**src/sdrv_pkg.sv**
```systemverilog
// Purpose: Shared constants and carrier types of the serial control/status block
// Assumes: 24-bit frames, bit 0 first, serial clock idles low
// Notes: Only the upper control and status fields and bit 0 of each are modelled
// Behaviour
// - Control bit 23 selects active or standby
// - Commit only frames of exactly 24 clocks
// - Control bit 22 clears status at frame end
// - Control bit 21 picks 12% or 25% duty
// - Status bit 23 always reads one
// - Supply over/undervoltage sets flag, outputs off
// - Supply recovery re-enables outputs unless disabled
// - Thermal shutdown sets flag, outputs held off
// - Temperature warning never disables outputs
// - Bits 19:18 select monitored high-side output
// - Standby-to-active holds not-ready until timer ends
package sdrv_pkg;

   // ----------------------------------------------------------------
   // Frame and field layout
   // ----------------------------------------------------------------
   localparam int FRAME_BITS = 24;
   localparam logic [4:0] FRAME_LEN = 5'h18;
   localparam logic [4:0] CNT_SAT = 5'h19;
   localparam int B_SEL = 0;
   localparam int B_ENABLE = 23;
   localparam int B_CLEAR = 22;
   localparam int B_DUTY = 21;
   localparam int B_RECDIS = 20;
   localparam int B_MON_HI = 19;
   localparam int B_MON_LO = 18;
   localparam int S_MARK = 23;
   localparam int S_OV = 22;
   localparam int S_UV = 21;
   localparam int S_TSD = 20;
   localparam int S_TW = 19;
   localparam int S_NR = 18;
   localparam int S_FAULT = 0;

   // ----------------------------------------------------------------
   // Monitor select one-hot positions
   // ----------------------------------------------------------------
   localparam int MON_ONE = 0;
   localparam int MON_FOUR = 1;
   localparam int MON_FIVE = 2;
   localparam int MON_EIGHT = 3;

   // ----------------------------------------------------------------
   // Timing
   // ----------------------------------------------------------------
   localparam int CLK_NS = 8;
   localparam int STARTUP_NS = 50000;
   localparam int STARTUP_CYC_DEF = (STARTUP_NS + CLK_NS - 1) / CLK_NS;
   localparam int NR_W = 16;

   // ----------------------------------------------------------------
   // Carriers
   // ----------------------------------------------------------------
   typedef struct packed {
      logic sclk;
      logic chip_select_low;
      logic din;
   } sdrv_spi_in_t;

   typedef struct packed {
      logic load_supply_ov;
      logic load_supply_uv;
      logic thermal_shutdown;
      logic temperature_warning;
   } sdrv_fault_in_t;

   localparam int SYNC_W = 7;

endpackage

```
**src/sdrv_ctrl.sv**
```systemverilog
// Purpose: Serial frame receiver with upper control and status fields
// Assumes: Serial clock far slower than CLK, sampled and edge-detected here
// Notes: Lower per-output fields and the second register pair are elsewhere
`timescale 1ns/1ps
module sdrv_ctrl
   import sdrv_pkg::*;
#(
   parameter int unsigned STARTUP_CYC = sdrv_pkg::STARTUP_CYC_DEF
) (
   input wire logic CLK, // 125 MHz clock
   input wire logic RST_N, // Async reset, active low
   input wire sdrv_pkg::sdrv_spi_in_t SPI_IN, // Serial clock, select, data in
   input wire sdrv_pkg::sdrv_fault_in_t FAULT_IN, // Analog fault comparators
   output logic DOUT, // Serial data out
   output logic DOUT_OE, // Data out enable, high while driven
   output logic ACTIVE, // Device in active mode
   output logic OUT_ENABLE, // Drivers may be switched on
   output logic OC_DUTY_25, // Over-current recovery duty 25 percent
   output logic [3:0] MON_SEL, // One-hot current monitor source
   output logic STATUS_CLR // Pulse clearing all status words
);
   import sdrv_pkg::*;

   // ----------------------------------------------------------------
   // State
   // ----------------------------------------------------------------
   typedef struct packed {
      logic sclk_d;
      logic cs_d;
      logic [4:0] cnt;
      logic [FRAME_BITS-1:0] rx;
      logic [FRAME_BITS-1:0] tx;
      logic dout_oe;
      logic active;
      logic clr_stat;
      logic duty;
      logic recdis;
      logic [1:0] mon;
      logic [3:0] mon_oh;
      logic ov;
      logic uv;
      logic thermal_shutdown_flag;
      logic tw;
      logic nr;
      logic [NR_W-1:0] nr_cnt;
      logic en;
   } sdrv_st_t;

   sdrv_st_t st_r;
   sdrv_st_t st_nxt;
   logic [SYNC_W-1:0] sync_q;
   sdrv_spi_in_t spi_s;
   sdrv_fault_in_t flt_s;

   // Select travels inverted so a freshly reset synchroniser reads as deselected
   sdrv_sync #(.W(SYNC_W)) u_sync (
      .CLK(CLK),
      .RST_N(RST_N),
      .D({SPI_IN.sclk, !SPI_IN.chip_select_low, SPI_IN.din, FAULT_IN}),
      .Q(sync_q)
   );

   assign spi_s = {sync_q[SYNC_W-1], !sync_q[SYNC_W-2], sync_q[SYNC_W-3]};
   assign flt_s = sync_q[3:0];

   // ----------------------------------------------------------------
   // Frame decode helpers
   // ----------------------------------------------------------------
   logic sclk_rise;
   logic sclk_fall;
   logic cs_fall;
   logic cs_rise;
   logic good;
   logic [FRAME_BITS-1:0] status_w;
   logic supply_bad;

   assign sclk_rise = spi_s.sclk && !st_r.sclk_d;
   assign sclk_fall = !spi_s.sclk && st_r.sclk_d;
   assign cs_fall = !spi_s.chip_select_low && st_r.cs_d;
   assign cs_rise = spi_s.chip_select_low && !st_r.cs_d;
   assign good = cs_rise && (st_r.cnt == FRAME_LEN) && !st_r.rx[B_SEL];
   assign supply_bad = flt_s.load_supply_ov || flt_s.load_supply_uv;

   always_comb
   begin
      status_w = '0;
      status_w[S_MARK] = 1'b1;
      status_w[S_OV] = st_r.ov;
      status_w[S_UV] = st_r.uv;
      status_w[S_TSD] = st_r.thermal_shutdown_flag;
      status_w[S_TW] = st_r.tw;
      status_w[S_NR] = st_r.nr;
      status_w[S_FAULT] = !(st_r.ov || st_r.uv || st_r.thermal_shutdown_flag || st_r.tw);
   end

   // ----------------------------------------------------------------
   // Next state
   // ----------------------------------------------------------------
   always_comb
   begin
      st_nxt = st_r;
      st_nxt.sclk_d = spi_s.sclk;
      st_nxt.cs_d = spi_s.chip_select_low;
      st_nxt.dout_oe = !spi_s.chip_select_low;
      st_nxt.clr_stat = 1'b0;
      if (cs_fall)
      begin
         st_nxt.cnt = '0;
         st_nxt.tx = status_w;
      end
      else if (!spi_s.chip_select_low)
      begin
         if (sclk_rise)
         begin
            st_nxt.rx = {spi_s.din, st_r.rx[FRAME_BITS-1:1]};
            if (st_r.cnt != CNT_SAT)
            begin
               st_nxt.cnt = st_r.cnt + 5'h1;
            end
            if (st_r.cnt == '0)
            begin
               st_nxt.tx = status_w;
            end
         end
         else if (sclk_fall && st_r.cnt != '0)
         begin
            st_nxt.tx = {1'b0, st_r.tx[FRAME_BITS-1:1]};
         end
      end
      if (good)
      begin
         st_nxt.active = st_r.rx[B_ENABLE];
         st_nxt.clr_stat = st_r.rx[B_CLEAR];
         st_nxt.duty = st_r.rx[B_DUTY];
         st_nxt.recdis = st_r.rx[B_RECDIS];
         st_nxt.mon = {st_r.rx[B_MON_HI], st_r.rx[B_MON_LO]};
         st_nxt.mon_oh = '0;
         case ({st_r.rx[B_MON_HI], st_r.rx[B_MON_LO]})
            2'h0: st_nxt.mon_oh[MON_EIGHT] = 1'b1;
            2'h2: st_nxt.mon_oh[MON_ONE] = 1'b1;
            2'h1: st_nxt.mon_oh[MON_FIVE] = 1'b1;
            2'h3: st_nxt.mon_oh[MON_FOUR] = 1'b1;
            default: st_nxt.mon_oh[MON_EIGHT] = 1'b1;
         endcase
         if (st_r.rx[B_ENABLE] && !st_r.active)
         begin
            st_nxt.nr = 1'b1;
            st_nxt.nr_cnt = NR_W'(STARTUP_CYC);
         end
      end
      // Status flags: clear at frame end or in standby, a pending set wins
      if (st_r.clr_stat || !st_r.active)
      begin
         st_nxt.ov = 1'b0;
         st_nxt.uv = 1'b0;
         st_nxt.thermal_shutdown_flag = 1'b0;
         st_nxt.tw = 1'b0;
      end
      if (flt_s.load_supply_ov) st_nxt.ov = 1'b1;
      if (flt_s.load_supply_uv) st_nxt.uv = 1'b1;
      if (flt_s.thermal_shutdown) st_nxt.thermal_shutdown_flag = 1'b1;
      if (flt_s.temperature_warning) st_nxt.tw = 1'b1;
      // Judge by the coming mode so a start frame keeps its timer
      if (!st_nxt.active)
      begin
         st_nxt.nr = 1'b0;
         st_nxt.nr_cnt = '0;
      end
      else if (st_r.nr)
      begin
         if (st_r.nr_cnt <= NR_W'(1))
         begin
            st_nxt.nr = 1'b0;
            st_nxt.nr_cnt = '0;
         end
         else
         begin
            st_nxt.nr_cnt = st_r.nr_cnt - NR_W'(1);
         end
      end
      // Warning takes no part in the enable
      st_nxt.en = st_r.active && !st_r.nr && !st_r.thermal_shutdown_flag && !supply_bad
         && !(st_r.recdis && (st_r.ov || st_r.uv));
   end

   always_ff @(posedge CLK or negedge RST_N)
   begin
      if (!RST_N)
      begin
         st_r <= '0;
         st_r.sclk_d <= 1'b0;
         st_r.cs_d <= 1'b1;
         st_r.mon_oh <= 4'h8;
      end
      else
      begin
         st_r <= st_nxt;
      end
   end

   assign DOUT = st_r.tx[0];
   assign DOUT_OE = st_r.dout_oe;
   assign ACTIVE = st_r.active;
   assign OUT_ENABLE = st_r.en;
   assign OC_DUTY_25 = st_r.duty;
   assign MON_SEL = st_r.mon_oh;
   assign STATUS_CLR = st_r.clr_stat;
endmodule

```
**src/sdrv_sync.sv**
```systemverilog
// Purpose: Two-flop synchroniser for pin inputs
// Assumes: Inputs are asynchronous levels
// Notes: Only the second stage is visible outside
`timescale 1ns/1ps
module sdrv_sync #(
   parameter int W = 1
) (
   input wire logic CLK, // System clock
   input wire logic RST_N, // Async reset, active low
   input wire logic [W-1:0] D, // Asynchronous inputs
   output logic [W-1:0] Q // Synchronised outputs
);
   typedef struct packed {
      logic [W-1:0] s1;
      logic [W-1:0] s2;
   } sdrv_sync_st_t;

   sdrv_sync_st_t st_r;
   sdrv_sync_st_t st_nxt;

   always_comb
   begin
      st_nxt = st_r;
      st_nxt.s1 = D;
      st_nxt.s2 = st_r.s1;
   end

   always_ff @(posedge CLK or negedge RST_N)
   begin
      if (!RST_N)
      begin
         st_r <= '0;
      end
      else
      begin
         st_r <= st_nxt;
      end
   end

   assign Q = st_r.s2;
endmodule
```
**config.mk**
```make
export PLATFORM = sky130hd
export DESIGN_NAME = sdrv_ctrl
export DESIGN_NICKNAME = d
export VERILOG_FILES = /design/src/sdrv_pkg.sv /design/src/sdrv_ctrl.sv /design/src/sdrv_sync.sv
export SDC_FILE = /design/constraint.sdc
export NUM_CORES = 1
export LEC_CHECK = 0
export BUFFER_PORTS_ARGS = -buffer_cell sky130_fd_sc_hd__buf_2
export CAP_MARGIN = 20
export CORE_ASPECT_RATIO = 1.5
export CORE_UTILIZATION = 57
export CTS_BUF_LIST = sky130_fd_sc_hd__clkbuf_4 sky130_fd_sc_hd__clkbuf_8
export CTS_CLUSTER_DIAMETER = 80
export DETAILED_ROUTE_END_ITERATION = 7
export GPL_TIMING_DRIVEN = 0
export PLACE_DENSITY = 0.88
export SKIP_LAST_GASP = 1
export SLEW_MARGIN = 5
export SYNTH_ARGS = -nofsm -noshare
export SYNTH_HDL_FRONTEND = slang
export SYNTH_HIERARCHICAL = 1
export SYNTH_SLANG_ARGS = --single-unit
```
**constraint.sdc**
```tcl
create_clock -name CLK -period 2 [get_ports CLK]
set_input_delay 0.1 -clock CLK [delete_from_list [all_inputs] [get_ports CLK]]
set_output_delay 0.1 -clock CLK [all_outputs]
set_load 0.005 [all_outputs]
```
==> results of run 1 <==
[kinds of logic (layout without fill, tap and decap cells)]
logic type | after synthesis | in the layout | share of synthesized area (%)
flops | 100 | 100 | 60.4
simple gates | 81 | 81 | 10.5
fa+ha+maj | 5 | 5 | 1.51
buf+inv | 29 | 97 | 3.71
xor+xnor | 4 | 4 | 0.845
mux | 29 | 29 | 7.78
compound gates | 87 | 87 | 15.3
[flip-flops by register name (all words and copies together), names as in the netlist, 4 cells and up]
register	count
u_sync/Q	7
st_r	76
u_sync/st_nxt	7
MON_SEL	4
[power by group through the flow]
stage	registers [mW]	clock network [mW]	logic, mW
after detailed placement	2.18	0	0.176
final	2.14	1.43	0.221
after global placement	2.17	0	0.160
after CTS	2.14	1.44	0.209
after global routing	2.15	1.52	0.246
after floorplan	2.16	0	0.0996
[worst max-delay path: cells and delay by family (launching register included)]
kind | cells | cell delay, ns
DFF | 1 | 0.41
AOI/OAI and AO/OA | 2 | 0.40
and+or+nand+nor | 3 | 1.05
buffers and inverters | 2 | 0.28
[area by class of cell]
class | count | area, µm² | share of cell area [%]
buffer | 17 | 133 | 2.59
clock buffer | 12 | 153 | 2.98
clock inverter | 4 | 73.8 | 1.44
inverter | 12 | 45.0 | 0.880
multi-input combinational | 206 | 1700 | 33.1
sequential | 100 | 2510 | 49.0
tap | 78 | 97.6 | 1.91
timing repair buffer | 52 | 415 | 8.11
[per-layer routing]
| metal | up-vias | wire length [µm] | track usage (%) |
|---|---|---|---|
| met1 | 1551 | 3560 | 28.6 |
| met5 | - | 0 | 0 |
| li1 | 1348 | - | - |
| met3 | 46 | 415 | 3.79 |
| met2 | 135 | 5070 | 44.3 |
| met4 | 0 | 466 | 16.8 |
[layout by cell type, fill, tap and decap left out, drive strengths merged, types with 2 or more instances in the layout]
cell type    instances
dfrtp               98
buf                 53
mux2                26
nand2               23
a22o                22
o21ai               22
clkbuf              20
nor2                13
inv                 12
nor3                11
a21o                 9
o31ai                9
dlygate4sd3          8
a21oi                5
nand2b               5
or4                  5
ha                   5
nor4                 5
o21a                 4
a22oi                4
nand4                4
xor2                 4
nor2b                4
nand3                4
mux2i                3
a211oi               3
o311ai               3
dfstp                2
nand4b               2
bufinv               2
clkinv               2
[repair_timing]
| item | CTS | global route |
|---|---|---|
| endpoints found under the hold margin | 53 | 0 |
| hold buffers | 8 | 0 |
| setup buffers | 16 | 8 |
| pin swaps | 11 | 8 |
| setup endpoints to repair | 71 | 58 |
| resized for setup | 40 | 26 |
| cloned | 2 | 1 |
[worst paths after layout]
path | startpoint | to | slack [ns] | cells after the start
worst max-delay path | st_r[12] | st_r[6] | -0.24 | 7
worst max register to register | st_r[12] | st_r[6] | -0.24 | 7
worst min register to register | u_sync/st_nxt[1] | u_sync/Q[1] | 0.35 | 0
min in group CLK | u_sync/st_nxt[1] | u_sync/Q[1] | 0.35 | 0
worst min-delay path | RST_N | st_r[55] | 0.30 | 2
max in group asynchronous | RST_N | MON_SEL[3] | 1.01 | 3
[metrics by stage]
stage | utilization [%] | setup WS (ns) | TNS, ns
floorplan | - | -0.117 | -0.687
global placement | 62.5 | -0.371 | -20.00
detailed placement | 62.9 | -0.461 | -17.99
CTS | 71.6 | -0.229 | -2.72
global route | 73.7 | -0.299 | -5.24
finish | 73.7 | -0.244 | -3.08
==> out/qor.yml, run 1 <==
fin_cells: 481
clock_sinks: 100
cts-root-buf: "clkbuf_8"
crit_type: "reg -> reg"
rows: 37
syn_area_per_cell_um2: 12.4
fin_total_pwr_mw: 3.79
hpwl_mm: 5.16
globalRouteOverflowTotal: 0
synth_area_leaders: "dfrtp_1 (59%), mux2_2 (7.1%), a22o_1 (4.4%)"
hold_path.class: "in -> async"
synth_edf_count: 0
min_period_ns: 2.24
crit_fanout: 6
critPathSlowestCell: "or4_4"
rsz0062_at_grt: "true"
power_density_mw_per_mm2: 741
grt_max_degree: 54
antenna_left: 0
synth.distinct_cells: 47
first_pass_iters: 5
p_leak_nw: 2.48
vias: 3080
slew_viol_final: 0
drt_iter0_drc: 316
irDropWorstVdd_v: 0.000689
fin_worst_skew_ns: 0.0108
drt_wl_total_mm: 9.52
max_stage_delay_ns: 0.55
final-hold-violation-count: 0
outcome: "finished, violations left"
clkLatencyLatePin_ns: 0.37
final.period_utilization_pct: 112
design_area_mm2: 0.00512
fmax_ghz: 0.446
power_switching_share_pct: 22.2
violations: "setup timing"
cts_buffers: 9
die_h_um: 106
drc_errors: 0
diodes: 0
avgViaCountPerCell: 6.40
ys_warn_count: 6
holdWs_ns: 0.298
crit_arrival_ns: 2.50
drive_gt1_share_pct: 36.0
area_delta_synth_final_pct: 23.4
nets: 412
setup_viol: 28
yosysMostFrequentCell: "dfrtp_1"
synth_top_cells_by_count: "dfrtp_1 (98), mux2_2 (26), nand2_1 (23), a22o_1 (21), o21ai_0 (20)"
cp-end-kind: "register"
grt_pass1_vias: 3145
dieWidth_um: 71.7
nFillCells: 402
p_clk_share_pct: 37.8
cts.clk_slew.worst_paths_ns: 0.10
startpoint_type: "register"
yosysSeqAreaShare_pct: 60.4
grt_pass1_wl_mm: 14.6
cts.htree.levels: 3
yosysTopAreaCellShare_pct: 59.1
synth-seq-cells: 100
cts_tree: "built"
synthFlopType: "dfrtp_1"
synthesis.instances: 335
fin_ws_ns: -0.244
placed_area_mm2: 0.00437
syn_area_mm2: 0.00415
cap_violations: 0
wl_per_cell_um: 19.8
grt_use_total_pct: 25.5
core-area_mm2: 0.00694
combPwrFrac_pct: 5.8
ios: 19
p_switching_mw: 0.843
portBuffers: 18
antenna_found_initial: 0
yosys.area.top_type: "dfrtp_1"
critPathRequiredTime_ns: 2.26
start_util_pct: 59.7
synthArstFlopShare_pct: 100
p_int_mw: 2.95
relSlewSlack_pct: 54.4
crit_path_cell_trace: "or4_4 -> or2_1 -> buf_6 -> buf_4 -> nor4_1 -> o21ai_1 -> a22o_1"
worst_pin_slew_ns: 0.681
seq_power_share_pct: 56.4
cts.path.max_buffers: 2
die_area_mm2: 0.00763
synth_nets: 349
dp.cells: 432
place_congestion: 0.877
No activity file was read; power rests on OpenSTA's default activity.
==> inputs of run 2 (changes only) <==
BUFFER_PORTS_ARGS = default   (was -buffer_cell sky130_fd_sc_hd__buf_2)
CORE_UTILIZATION = 59   (was 57)
DONT_BUFFER_PORTS = 1   (was default)
==> out/qor.yml, run 2 (synthesis gave the netlist of run 1 again) <==
outcome: "finished, violations left"  # unchanged
violations: "hold timing, setup timing"  # was setup timing
cap_violations: 0  # unchanged
fmax_ghz: 0.452  # was 0.446 GHz
wl_per_cell_um: 18.6  # was 19.8 µm
die_area_mm2: 0.00738  # was 0.00763 mm²
slew_viol_final: 0  # unchanged
cts-root-buf: "clkbuf_8"  # unchanged
start_util_pct: 60.5  # was 59.7%
pre_cts_ws_ns: -0.509  # was -0.461 ns
fin_ws_ns: -0.212  # was -0.244 ns
power_density_mw_per_mm2: 703  # was 741 mW/mm²
diodes: 0  # unchanged
critPathRequiredTime_ns: 2.31  # was 2.26 ns
fin_total_pwr_mw: 3.48  # was 3.79 mW
setup_viol: 38  # was 28
grt_use_total_pct: 23.6  # was 25.5%
grt_pass1_wl_mm: 13.2  # was 14.6 mm
placed_area_mm2: 0.00425  # was 0.00437 mm²
irDropWorstVdd_v: 0.000726  # was 0.000689 V
first_pass_iters: 4  # was 5
critPathSlowestCell: "or3b_4"  # was or4_4
crit_fanout: 5  # was 6
r2r-end: "st_r[14]"  # was st_r[6]
crit_type: "reg -> reg"  # unchanged
ios: 19  # unchanged
design_area_mm2: 0.00495  # was 0.00512 mm²
relSlewSlack_pct: 57.2  # was 54.4%
place_congestion: 0.831  # was 0.877
worst_pin_slew_ns: 0.642  # was 0.681 ns
drive_gt1_share_pct: 32.7  # was 36.0%
rows: 37  # unchanged
final_common_cell: "dfrtp_1"  # unchanged
drt_wl_total_mm: 8.55  # was 9.52 mm
vias: 2899  # was 3080
clock_sinks: 100  # unchanged
cp-end-kind: "register"  # unchanged
final_core_util_pct: 72.2  # was 73.7%
drt_iter0_drc: 210  # was 316
portBuffers: 0  # was 18
dieWidth_um: 70.5  # was 71.7 µm
avgViaCountPerCell: 6.30  # was 6.40
die_h_um: 105  # was 106 µm
cts.htree.levels: 3  # unchanged
grt_pass1_vias: 2894  # was 3145
nets: 391  # was 412
cts.path.max_buffers: 2  # unchanged
antenna_found_initial: 0  # unchanged
crit_arrival_ns: 2.52  # was 2.50 ns
fin_worst_skew_ns: 0.0103  # was 0.0108 ns
drc_errors: 0  # unchanged
regMostFlops: "st_r"  # unchanged
max_stage_delay_ns: 0.46  # was 0.55 ns
dp.cells: 413  # was 432
crit_path_cell_trace: "inv_2 -> ha_4 -> nand4b_1 -> o41a_1 -> or3b_4 -> buf_8 -> o311ai_2 -> o21a_1"  # was or4_4 -> or2_1 -> buf_6 -> buf_4 -> nor4_1 -> o21ai_1 -> a22o_1
cts.clk_slew.worst_paths_ns: 0.09  # was 0.10 ns
cts_buffers: 9  # unchanged
area_delta_synth_final_pct: 19.2  # was 23.4%
final-hold-violation-count: 100  # was 0
globalRouteOverflowTotal: 0  # unchanged
setup_tns_ns: -3.37  # was -3.08 ns
final.period_utilization_pct: 111  # was 112%
startpoint_type: "register"  # unchanged
clkLatencyLatePin_ns: 0.37  # about the same
hpwl_mm: 4.83  # was 5.16 mm
antenna_left: 0  # unchanged
rsz0062_at_grt: "true"  # unchanged
core-area_mm2: 0.00685  # was 0.00694 mm²
p_leak_nw: 2.35  # was 2.48 nW
grt_max_degree: 101  # was 54
fin_cells: 460  # was 481
largest_reg_flops: 76  # unchanged
ctsHoldBuffers: 7  # was 8
holdWs_ns: -0.586  # was 0.298 ns
min_period_ns: 2.21  # was 2.24 ns
final_cell_mix: "dfrtp_1 (96), mux2_2 (26), buf_4 (25)"  # was dfrtp_1 (96), mux2_2 (25), buf_4 (25)
cts_tree: "built"  # unchanged
r2r_cells: 8  # was 7
hold_path.class: "in -> async"  # unchanged
reg2reg_slack_ns: -0.21  # was -0.24 ns
r2r-start: "st_r[82]"  # was st_r[12]
==> run 2: worst max-delay path: cells and delay by family, from the launching register on <==
kind	cells	cell delay [ns]
adder cells (fa/ha/maj)	1	0.14
flip-flops	1	0.40
AO/OA/AOI/OAI	3	0.76
buffers and inverters	2	0.26
AND/OR/NAND/NOR	2	0.60
==> run 2: what timing repair did <==
item	4_1_cts	5_1_grt
cloned	2	0
hold endpoints to repair	107	100
setup endpoints to repair	68	47
pin swaps	13	7
resized for setup	43	21
buffers inserted	11	13
==> run 2: worst max path at each step <==
| stage | to | cells past startpoint | startpoint | slack (ns) |
|---|---|---|---|---|
| 2_1_floorplan | st_r[14] | 8 | st_r[81] | -0.12 |
| 3_3_place_gp | st_r[67] | 5 | u_sync/Q[5] | -0.41 |
| 3_5_place_dp | st_r[71] | 5 | u_sync/Q[5] | -0.51 |
| 4_1_cts | st_r[14] | 8 | st_r[82] | -0.22 |
| 5_1_grt | st_r[14] | 8 | st_r[82] | -0.26 |
| 6_report | st_r[14] | 8 | st_r[82] | -0.21 |
==> run 2: layer usage <==
metal,part of all wire [%],vias to the layer above,track usage [%]
li1,-,1307,-
met1,38,1464,27.4
met2,53,98,39.5
met3,4.1,30,4.82
met4,4.2,0,15.3
met5,0,-,0
==> run 2: area by class of cell <==
| class | instances | area (µm²) |
|---|---|---|
| Timing Repair Buffer | 32 | 298 |
| Sequential cell | 100 | 2510 |
| Fill cell | 410 | 1910 |
| Tap cell | 78 | 97.6 |
| Inverter | 12 | 45.0 |
| Clock inverter | 5 | 36.3 |
| Clock buffer | 11 | 145 |
| Multi-Input combinational cell | 206 | 1700 |
| Buffer | 16 | 118 |
==> run 2: where the power goes <==
part	total (mW)	internal [mW]	switching, mW
Clock	1.18	0.505	0.674
Combinational	0.165	0.0809	0.0840
Sequential	2.14	2.09	0.0477
Total	3.48	2.67	0.806
==> inputs of run 3 (changes only) <==
CORE_UTILIZATION = 50   (was 59)
PLACE_DENSITY = 0.78   (was 0.88)
==> out/qor.yml, run 3 (synthesis gave the netlist of run 1 again) <==
power_density_mw_per_mm2: 709  # was 703 mW/mm²
p_int_mw: 2.74  # was 2.67 mW
crit_type: "reg -> reg"  # unchanged
fin_cells: 482  # was 460
rsz0062_at_grt: "true"  # unchanged
max_stage_delay_ns: 0.54  # was 0.46 ns
die_h_um: 114  # was 105 µm
startpoint_type: "register"  # unchanged
p_leak_nw: 2.32  # was 2.35 nW
cap_violations: 0  # unchanged
final_common_cell: "dfrtp_1"  # unchanged
cts_buffers: 9  # unchanged
cts_tree: "built"  # unchanged
power_switching_share_pct: 21.8  # was 23.2%
hold_path.class: "in -> async"  # unchanged
multi_input_area_mm2: 0.00171  # was 0.00170 mm²
drive_gt1_share_pct: 31.6  # was 32.7%
fin_worst_skew_ns: 0.00782  # was 0.0103 ns
crit_family: "simple AND/OR/NAND/NOR gates"  # was compound AO/OA/AOI/OAI gates
r2r-end: "st_r[16]"  # was st_r[14]
p_clk_share_pct: 34.7  # was 33.9%
min_period_ns: 2.19  # was 2.21 ns
fin_total_pwr_mw: 3.51  # was 3.48 mW
cts-root-buf: "clkbuf_8"  # unchanged
grt_pass1_vias: 2898  # was 2894
crit_path_cell_trace: "or4_4 -> or2_1 -> buf_6 -> buf_4 -> o41ai_1 -> o32ai_1 -> a21o_1"  # was inv_2 -> ha_4 -> nand4b_1 -> o41a_1 -> or3b_4 -> buf_8 -> o311ai_2 -> o21a_1
setup_viol: 23  # was 38
ctsHoldBuffers: 7  # unchanged
final-seq-area_mm2: 0.00251  # unchanged
antenna_found_initial: 0  # unchanged
start_util_pct: 51.8  # was 60.5%
grt_use_total_pct: 20.2  # was 23.6%
first_pass_iters: 4  # unchanged
relSlewSlack_pct: 59.1  # was 57.2%
avgViaCountPerCell: 5.75  # was 6.30
nFillCells: 631  # was 410
final-hold-violation-count: 100  # unchanged
outcome: "finished, violations left"  # unchanged
diodes: 0  # unchanged
wl_per_cell_um: 17.0  # was 18.6 µm
p_switching_mw: 0.766  # was 0.806 mW
critPathRequiredTime_ns: 2.26  # was 2.31 ns
regMostFlops: "st_r"  # unchanged
area_delta_synth_final_pct: 19.3  # was 19.2%
dp.cells: 440  # was 413
globalRouteOverflowTotal: 0  # unchanged
cts.clk_slew.worst_paths_ns: 0.08  # was 0.09 ns
path_buf_inv: 2  # unchanged
largest_reg_flops: 76  # unchanged
core-area_mm2: 0.00801  # was 0.00685 mm²
fmax_ghz: 0.456  # was 0.452 GHz
clkLatencyLatePin_ns: 0.36  # was 0.37 ns
irDropWorstVdd_v: 0.000618  # was 0.000726 V
grt_pass1_wl_mm: 13.6  # was 13.2 mm
drt_wl_total_mm: 8.20  # was 8.55 mm
die_area_mm2: 0.00867  # was 0.00738 mm²
drt_iter0_drc: 139  # was 210
seq_power_share_pct: 60.8  # was 61.4%
worst_pin_slew_ns: 0.610  # was 0.642 ns
cp-end-kind: "register"  # unchanged
combPwrFrac_pct: 4.5  # was 4.7%
antenna_left: 0  # unchanged
dieWidth_um: 76.4  # was 70.5 µm
violations: "hold timing, setup timing"  # unchanged
place_congestion: 0.815  # was 0.831
r2r-start: "st_r[12]"  # was st_r[82]
grt_max_degree: 101  # unchanged
nets: 388  # was 391
hpwl_mm: 4.88  # was 4.83 mm
critPathSlowestCell: "or4_4"  # was or3b_4
holdWs_ns: -0.572  # was -0.586 ns
ios: 19  # unchanged
fin_ws_ns: -0.191  # was -0.212 ns
slew_viol_final: 0  # unchanged
pre_cts_ws_ns: -0.491  # was -0.509 ns
vias: 2771  # was 2899
crit_arrival_ns: 2.45  # was 2.52 ns
portBuffers: 0  # unchanged
cts.htree.levels: 3  # unchanged
crit_fanout: 5  # unchanged
cts.path.max_buffers: 2  # unchanged
final_cell_mix: "dfrtp_1 (96), mux2_2 (25), nand2_1 (23)"  # was dfrtp_1 (96), mux2_2 (26), buf_4 (25)
r2r_cells: 7  # was 8
final.period_utilization_pct: 110  # was 111%
rows: 40  # was 37
clock_sinks: 100  # unchanged
drc_errors: 0  # unchanged
reg2reg_slack_ns: -0.19  # was -0.21 ns
-- run 3: cell type report --
type | instances | area share (%)
Sequential cell | 100 | 50.7
Multi-Input combinational cell | 206 | 34.5
Timing Repair Buffer | 28 | 4.98
Clock buffer | 10 | 2.65
Tap cell | 105 | 2.65
Buffer | 17 | 2.63
Clock inverter | 4 | 1.06
Inverter | 12 | 0.910
-- run 3: per-stage QoR --
stage	TNS [ns]	cell area, µm²	utilization (%)
finish	-1.93	4950	61.8
global route	-5.96	4950	61.8
CTS	-4.12	4840	60.4
detailed placement	-18.68	4280	53.5
global placement	-15.86	4280	53.5
floorplan	-0.687	4150	-
-- run 3: layer usage --
layer	track usage [%]	vias up	wire length, µm
li1	-	1297	-
met1	23.5	1382	3370
met2	33.1	75	4260
met3	5.68	17	342
met4	12.8	0	228
met5	0	-	0
-- run 3: power groups by stage --
stage / logic (mW) / registers (mW) / clock network (mW)
6_report: 0.157 / 2.13 / 1.22
2_1_floorplan: 0.0996 / 2.16 / 0
3_3_place_gp: 0.115 / 2.17 / 0
4_1_cts: 0.150 / 2.13 / 1.25
3_5_place_dp: 0.122 / 2.18 / 0
5_1_grt: 0.176 / 2.15 / 1.33
-- run 3: how the worst max path moves through the flow --
stage               cells after the start        to     start
floorplan                               8  st_r[14]  st_r[81]
global placement                        6  st_r[44]  st_r[81]
detailed placement                      6  st_r[34]  st_r[81]
CTS                                     7   st_r[7]  st_r[12]
global route                            8  st_r[14]  st_r[82]
finish                                  7  st_r[16]  st_r[12]
-- run 3: what timing repair did --
action                     in CTS  in global routing
buffers inserted               17                  3
gates resized for setup        48                 25
hold endpoints to repair      107                100
pin swaps                      16                  7
setup endpoints to repair      61                 60
gates cloned                    0                  1
